$ cat config.mk
export PLATFORM = sky130hd
export DESIGN_NAME = serial_port
export DESIGN_NICKNAME = d
export VERILOG_FILES = /design/src/design/serial_port.v
export VERILOG_INCLUDE_DIRS = /design/src /design/src/design
export SDC_FILE = /design/constraint.sdc
export NUM_CORES = 1
export LEC_CHECK = 0
export BUFFER_PORTS_ARGS = -buffer_cell sky130_fd_sc_hd__buf_4
export CORE_MARGIN = 10
export CORE_UTILIZATION = 55
export CTS_BUF_LIST = sky130_fd_sc_hd__clkbuf_8
export DETAILED_ROUTE_END_ITERATION = 7
export GPL_TIMING_DRIVEN = 0
export PLACE_DENSITY_LB_ADDON = 0.1
export SYNTH_ARGS = -nofsm -noshare
export SYNTH_HDL_FRONTEND = slang
export SYNTH_SLANG_ARGS = --single-unit
$ cat constraint.sdc
create_clock -name CLK -period 5.6 [get_ports CLK]
set_input_delay 1.12 -clock CLK [delete_from_list [all_inputs] [get_ports CLK]]
set_output_delay 1.12 -clock CLK [all_outputs]
set_load 0.02 [all_outputs]
$ cat src/design/serial_port_regs.vh
// Constants for the receiver host serial port
`ifndef SERIAL_PORT_REGS_VH
`define SERIAL_PORT_REGS_VH
`define CLK_HZ 20000000
`define BAUD_DEFAULT 9600
`define DATA_BITS 8
`define STOP_BITS 1
`define PULSE_MS 100
`define PULSE_PERIOD_MS 1000
`define PULSE_CYC ((`CLK_HZ / 1000) * `PULSE_MS)
`define PERIOD_CYC ((`CLK_HZ / 1000) * `PULSE_PERIOD_MS)
`define BIT_CYC (`CLK_HZ / `BAUD_DEFAULT)
`define CMD_STANDBY 8'h01
`define CMD_PERIODIC 8'h02
`define CMD_ADAPTIVE 8'h03
`define CMD_NORMAL 8'h04
`define MODE_NORMAL 2'd0
`define MODE_STANDBY 2'd1
`define MODE_PERIODIC 2'd2
`define MODE_ADAPTIVE 2'd3
`endif

$ cat src/design/serial_port.v
// Host serial port, time pulse and power modes of the receiver
`include "serial_port_regs.vh"
`default_nettype none
////////////////////////////////////////////////////////////////////////////
module serial_port #(
    parameter BIT_CYCLES = `BIT_CYC,
    parameter PULSE_CYCLES = `PULSE_CYC,
    parameter PERIOD_CYCLES = `PERIOD_CYC,
    // Periodic intervals follow the pulse period unless set apart
    parameter ON_CYCLES = PERIOD_CYCLES,
    parameter OFF_CYCLES = PERIOD_CYCLES
) (
    input wire CLK,
    input wire RST_N,
    input wire MODULE_SERIAL_IN,
    output reg MODULE_SERIAL_OUT,
    input wire BACKUP_SUPPLY_IN,
    input wire EXTERNAL_EVENT_IN,
    input wire MSG_VALID,
    output wire MSG_READY,
    input wire [7:0] MSG_DATA,
    output wire RX_VALID,
    input wire RX_READY,
    output wire [7:0] RX_DATA,
    output reg TIME_PULSE_OUT,
    output reg [1:0] POWER_MODE,
    output wire OPERATING,
    output reg WARM_START
);
////////////////////////////////////////////////////////////////////////////
// Receive synchroniser: three flops, change taken when last two agree
reg [2:0] rx_sync_reg;
reg rx_line_reg;
always @(posedge CLK or negedge RST_N)
begin
    if (!RST_N)
    begin
        rx_sync_reg <= 3'h7;
        rx_line_reg <= 1'b1;
    end
    else
    begin
        rx_sync_reg <= {rx_sync_reg[1:0], MODULE_SERIAL_IN};
        if (rx_sync_reg[2] == rx_sync_reg[1])
            rx_line_reg <= rx_sync_reg[2];
    end
end
////////////////////////////////////////////////////////////////////////////
// Receiver, sampling mid-bit
reg [15:0] rx_cnt_reg;
reg [3:0] rx_bit_reg;
reg [7:0] rx_shift_reg;
reg rx_busy_reg;
reg rx_done_reg;
always @(posedge CLK or negedge RST_N)
begin
    if (!RST_N)
    begin
        rx_cnt_reg <= 16'h0000;
        rx_bit_reg <= 4'h0;
        rx_shift_reg <= 8'h00;
        rx_busy_reg <= 1'b0;
        rx_done_reg <= 1'b0;
    end
    else
    begin
        rx_done_reg <= 1'b0;
        if (!rx_busy_reg)
        begin
            if (!rx_line_reg)
            begin
                rx_busy_reg <= 1'b1;
                rx_cnt_reg <= BIT_CYCLES[15:0] / 16'h0002;
                rx_bit_reg <= 4'h0;
            end
        end
        else if (rx_cnt_reg != 16'h0000)
            rx_cnt_reg <= rx_cnt_reg - 16'h0001;
        else
        begin
            rx_cnt_reg <= BIT_CYCLES[15:0] - 16'h0001;
            rx_bit_reg <= rx_bit_reg + 4'h1;
            if (rx_bit_reg == 4'h0)
            begin
                if (rx_line_reg)
                    rx_busy_reg <= 1'b0; // False start, ignored
            end
            else if (rx_bit_reg <= 4'h8)
                rx_shift_reg <= {rx_line_reg, rx_shift_reg[7:1]};
            else
            begin
                rx_busy_reg <= 1'b0;
                // Bad stop bit drops the character
                rx_done_reg <= rx_line_reg;
            end
        end
    end
end
////////////////////////////////////////////////////////////////////////////
// Two-entry buffer toward the receiving user; a full buffer drops a byte
reg [7:0] buf_mem_reg [0:1];
reg buf_wp_reg;
reg buf_rp_reg;
reg [1:0] buf_cnt_reg;
wire buf_push = rx_done_reg && (buf_cnt_reg != 2'd2);
wire buf_pop = RX_VALID && RX_READY;
assign RX_VALID = (buf_cnt_reg != 2'd0);
assign RX_DATA = buf_mem_reg[buf_rp_reg];
always @(posedge CLK or negedge RST_N)
begin
    if (!RST_N)
    begin
        buf_mem_reg[0] <= 8'h00;
        buf_mem_reg[1] <= 8'h00;
        buf_wp_reg <= 1'b0;
        buf_rp_reg <= 1'b0;
        buf_cnt_reg <= 2'd0;
    end
    else
    begin
        if (buf_push)
        begin
            buf_mem_reg[buf_wp_reg] <= rx_shift_reg;
            buf_wp_reg <= ~buf_wp_reg;
        end
        if (buf_pop)
            buf_rp_reg <= ~buf_rp_reg;
        buf_cnt_reg <= buf_cnt_reg + {1'b0, buf_push} - {1'b0, buf_pop};
    end
end
////////////////////////////////////////////////////////////////////////////
// Power modes driven by received command bytes
reg [31:0] per_cnt_reg;
reg per_on_reg;
reg [31:0] on_len_reg;
reg [31:0] off_len_reg;
assign OPERATING = (POWER_MODE == `MODE_NORMAL) ||
    (POWER_MODE[1] && per_on_reg);
always @(posedge CLK or negedge RST_N)
begin
    if (!RST_N)
    begin
        POWER_MODE <= `MODE_NORMAL;
        per_cnt_reg <= 32'h0;
        per_on_reg <= 1'b1;
        on_len_reg <= 32'h0;
        off_len_reg <= 32'h0;
    end
    else
    begin
        if (rx_done_reg)
        begin
            if (POWER_MODE == `MODE_STANDBY)
                POWER_MODE <= `MODE_NORMAL;
            else
            begin
                case (rx_shift_reg)
                    `CMD_STANDBY: POWER_MODE <= `MODE_STANDBY;
                    `CMD_PERIODIC: POWER_MODE <= `MODE_PERIODIC;
                    `CMD_ADAPTIVE: POWER_MODE <= `MODE_ADAPTIVE;
                    `CMD_NORMAL: POWER_MODE <= `MODE_NORMAL;
                    default: POWER_MODE <= POWER_MODE;
                endcase
                per_cnt_reg <= 32'h0;
                per_on_reg <= 1'b1;
                on_len_reg <= ON_CYCLES;
                off_len_reg <= OFF_CYCLES;
            end
        end
        else if (POWER_MODE[1])
        begin
            if (per_cnt_reg + 32'h1 >= (per_on_reg ? on_len_reg : off_len_reg))
            begin
                per_cnt_reg <= 32'h0;
                per_on_reg <= ~per_on_reg;
                // Adaptive: longer rest while the host stays quiet
                if (POWER_MODE == `MODE_ADAPTIVE && !per_on_reg &&
                    off_len_reg < (OFF_CYCLES << 2))
                    off_len_reg <= off_len_reg << 1;
            end
            else
                per_cnt_reg <= per_cnt_reg + 32'h1;
        end
    end
end
////////////////////////////////////////////////////////////////////////////
// Start kind caught once after reset release; event input is not used
reg start_seen_reg;
always @(posedge CLK or negedge RST_N)
begin
    if (!RST_N)
    begin
        start_seen_reg <= 1'b0;
        WARM_START <= 1'b0;
    end
    else if (!start_seen_reg)
    begin
        start_seen_reg <= 1'b1;
        WARM_START <= BACKUP_SUPPLY_IN;
    end
end
////////////////////////////////////////////////////////////////////////////
// Time pulse, only while operating
reg [31:0] tp_cnt_reg;
always @(posedge CLK or negedge RST_N)
begin
    if (!RST_N)
    begin
        tp_cnt_reg <= 32'h0;
        TIME_PULSE_OUT <= 1'b0;
    end
    else if (!OPERATING)
    begin
        tp_cnt_reg <= 32'h0;
        TIME_PULSE_OUT <= 1'b0;
    end
    else
    begin
        tp_cnt_reg <= (tp_cnt_reg + 32'h1 >= PERIOD_CYCLES) ? 32'h0 :
            tp_cnt_reg + 32'h1;
        TIME_PULSE_OUT <= (tp_cnt_reg < PULSE_CYCLES);
    end
end
////////////////////////////////////////////////////////////////////////////
// Transmitter: message bytes sent whole, only while operating
reg [15:0] tx_cnt_reg;
reg [3:0] tx_bit_reg;
reg [9:0] tx_shift_reg;
reg tx_busy_reg;
assign MSG_READY = !tx_busy_reg && OPERATING;
always @(posedge CLK or negedge RST_N)
begin
    if (!RST_N)
    begin
        tx_cnt_reg <= 16'h0000;
        tx_bit_reg <= 4'h0;
        tx_shift_reg <= 10'h3ff;
        tx_busy_reg <= 1'b0;
        MODULE_SERIAL_OUT <= 1'b1;
    end
    else if (!tx_busy_reg)
    begin
        MODULE_SERIAL_OUT <= 1'b1;
        if (MSG_VALID && MSG_READY)
        begin
            tx_shift_reg <= {1'b1, MSG_DATA, 1'b0};
            tx_busy_reg <= 1'b1;
            tx_cnt_reg <= 16'h0000;
            tx_bit_reg <= 4'h0;
        end
    end
    else if (tx_cnt_reg == 16'h0000)
    begin
        MODULE_SERIAL_OUT <= tx_shift_reg[0];
        tx_shift_reg <= {1'b1, tx_shift_reg[9:1]};
        tx_cnt_reg <= BIT_CYCLES[15:0] - 16'h0001;
        tx_bit_reg <= tx_bit_reg + 4'h1;
        if (tx_bit_reg == 4'ha)
            tx_busy_reg <= 1'b0;
    end
    else
        tx_cnt_reg <= tx_cnt_reg - 16'h0001;
end
endmodule
`default_nettype wire

==> impl_results.md <==
- # setup viols final: 0
- Cell variety after synth: 73
- Crit path max fanout: 10
- Power density cells: 223 nW/um^2
- Initial antenna violation count: 0
- Clock share of power: 39.7%
- R2R depth: 14
- Max-cap violation count: 0
- Routed vias: 7482
- Primary FF master, synth: dfrtp_1
- Die area: 23400 sq um
- Final ANT Viol Nets: 0
- Dominant cells by area after synthesis: dfrtp_1 42%, ha_1 4.8%, dfstp_2 4.1%
- Seq cells post-synth: 180
- Tot GR Track Use: 17.0%
- CTS tree: yes
- Most frequent cells in the layout: 165 x dfrtp_1, 104 x nand2_1, 66 x nor2_1, 65 x o21ai_0, 41 x nor3_1
- Top routing layer used: met4
- Commonest non-fill, non-tap cell in the layout: dfrtp_1
- Post-CTS setup buffers: 0
- Worst Skew: 0.0134 ns
- Vias in the first global route: 7008
- Die X: 153 um
- Ratio of final minimum period to clock period: 83.7%
- DR WL/cell: 15.4 um
- Pint: 1750 uW
- Hold_buf cts: 0
- Seq/Total Area, Yosys: 46.5%
- Final hold violation count: 0
- Flop pwr share: 55.7%
- End of the critical path: off_len_reg[10]$_DFFE_PN0P_
- Post-synth EDFFs: 0
- Worst path buffer plus inverter count: 3
- DR DRC count: 0
- Iteration-0 DRC Markers: 345
- Cell leakage power: 0.00471 uW
- Hold path start: rx_sync_reg[0]$_DFF_PN1_
- Rows: 48
- Post-CTS sizing: 0
- Relative slew slack: 24.2%
- H-tree Lvls: 4
- P&R area growth vs syn: 10.2%
- Fmax: 213 MHz
- RSZ-0062 raised after global routing: no
- Mapped Cells: 982
- Post-synth top area cell: dfrtp_1
- Fin Setup TNS: 0 ns
- Syn Std Cell Area: 9730 sq um
- Status: complete, no violations
- Layout cells sized above 1: 13.6%
- Number of CTS-inserted buffers: 17
- Initial Util: 56.2%
- Routed wire length: 19.6 mm
- Hold WC Path Type: flop to flop
- FF-to-FF setup slack: 0.92 ns
- Reg-to-Reg Start: per_cnt_reg[7]$_DFFE_PN0P_
- Core area: 17300 sq um
- First-pass GRT wire length: 34.4 mm
- Combinational share of power: 4.6%
- Dpl cells: 1243
- Largest net degree at the start of global routing: 113
- Vias per inst: 5.87
- R2r endpoint: off_len_reg[10]$_DFFE_PN0P_
- Skew-Pair Late Insertion Delay: 0.47 ns
- Crit-path max cell delay: 0.62 ns
- Worst EP required: 5.99 ns
- Startpoint Class: flop
- Slew Limit Fails: 0
- GP Congestion: 0.851
- Metal2 WL: 9.21 mm
- Pwr Total: 2390 uW
- Synth warnings: 0
- Fillers: 1475
- Delay-heaviest family, CP: compound AO/OA/AOI/OAI gates
- Critical path's slowest cell: nor4_1
- Final cell count without fillers: 1275
- Root Buffer: clkbuf_8
- Crit Path Category: flop to flop
- Clock Pin Slew Worst Setup and Hold Paths: 0.11 ns
- FF+latch area: 4520 sq um
- CP Capture Type: flop
- Worst VDD drop: 0.000166 V
- I/O Buffers: 29
- Crit path from: per_cnt_reg[7]$_DFFE_PN0P_
- Crit path time final: 4.68 ns
- Multi-input logic area: 4920 sq um
- TritonRoute pass-1 iters: 4
- Top-area cell type share of the netlist area: 42.4%
- Hold_ws: 0.364 ns
- NetSw: 632 uW
- Clock Sink Count: 180
- Io pins: 31
- Cell mode on critical path: clkbuf_1
- Routed wl met3: 621 um
- Sw frac: 26.5%
- Height of the die: 153 um
- Cell depth of the worst setup path: 14
- Remaining Overflow, GRT: 0
- Met1 Wirelength: 9.62 mm
- Net count, final: 1089
- Post-synth ARST share: 100%
- Crit-path cells: clkbuf_1, nand4_1, nor4_1, and2_0, clkbuf_1, nand3_1, xnor2_1, ha_1, and2_1, a221o_1, a221o_1, clkbuf_1, o2111ai_1, a2bb2oi_1
- Least-Margin Pin Slew: 1.13 ns
- Synthesized area per cell: 9.91 sq um
- Antenna Cells: 0
- Worst endpoint data arrival time: 5.08 ns
- Clock Path Buffers: 2
- Dpl hpwl: 13.9 mm
## power by group through the flow
stage	Sequential [uW]	Combinational, uW	Clock, uW
2_1_floorplan	1350	59.9	0
3_3_place_gp	1350	109	0
3_5_place_dp	1350	115	0
4_1_cts	1330	115	978
5_1_grt	1330	127	1030
6_report	1330	111	948
## cells in the mapped netlist, drive strengths merged, types with 3 or more instances
master / count
mux2i: 11
nand2: 104
a2bb2oi: 7
o41ai: 11
dfrtp: 165
and4: 9
or2: 4
nor3b: 7
nor2: 67
nand3: 33
a31o: 4
and2: 11
o31ai: 7
a221o: 6
o2111a: 3
a21o: 9
and3: 14
a32o: 14
a22o: 26
ha: 37
nor3: 43
a21oi: 34
o211ai: 3
a31oi: 3
clkbuf: 28
o21ai: 65
a211oi: 4
nor2b: 7
or3: 9
buf: 18
a221oi: 4
o22ai: 3
xor2: 28
nor4: 18
mux2: 31
dfstp: 15
or4: 9
nand4: 21
inv: 24
xnor2: 30
nand2b: 9
## worst min path at each step
stage | end | depth (start not counted) | slack (ns)
after floorplan | rx_sync_reg[1]$_DFF_PN1_ | 0 | 0.35
after global placement | rx_sync_reg[1]$_DFF_PN1_ | 0 | 0.35
after detailed placement | rx_sync_reg[1]$_DFF_PN1_ | 0 | 0.35
after global routing | rx_sync_reg[1]$_DFF_PN1_ | 0 | 0.37
final | rx_sync_reg[1]$_DFF_PN1_ | 0 | 0.36
after CTS | rx_sync_reg[1]$_DFF_PN1_ | 0 | 0.37
## through the flow
step	setup WS, ns	cell area, sq um	utilization, %
global placement	0.972	10200	59.3
global route	0.384	10700	62.0
CTS	0.928	10700	62.0
finish	0.916	10700	62.0
floorplan	1.74	9750	-
detailed placement	0.970	10300	59.5
## per-layer routing
metal | vias to the layer above | GRT usage (%)
li1 | 3725 | -
met1 | 3642 | 23.3
met2 | 99 | 26.9
met3 | 16 | 3.51
met4 | 0 | 4.18
met5 | - | 0
## cells by family (layout without fill, tap and decap cells)
kind of cell / Yosys count / in the layout / share of synthesized area, %
buffers and inverters: 71 / 133 / 3.13
muxes: 42 / 42 / 4.72
AOI/OAI and AO/OA: 220 / 220 / 16.0
DFF: 180 / 180 / 46.5
and+or+nand+nor: 371 / 371 / 19.5
other: 2 / 8 / 0.0772
adders and majority gates: 38 / 38 / 4.86
xor gates and xnor gates: 58 / 58 / 5.22
## layout make-up
class,count,area share [%]
Tap cell,225,2.63
Timing Repair Buffer,30,2.36
Clock inverter,15,1.88
Buffer,46,1.96
Clock buffer,17,2.18
Inverter,25,0.875
Sequential cell,180,42.2
Multi-Input combinational cell,737,45.9
Power figures use the tool's default switching activity.
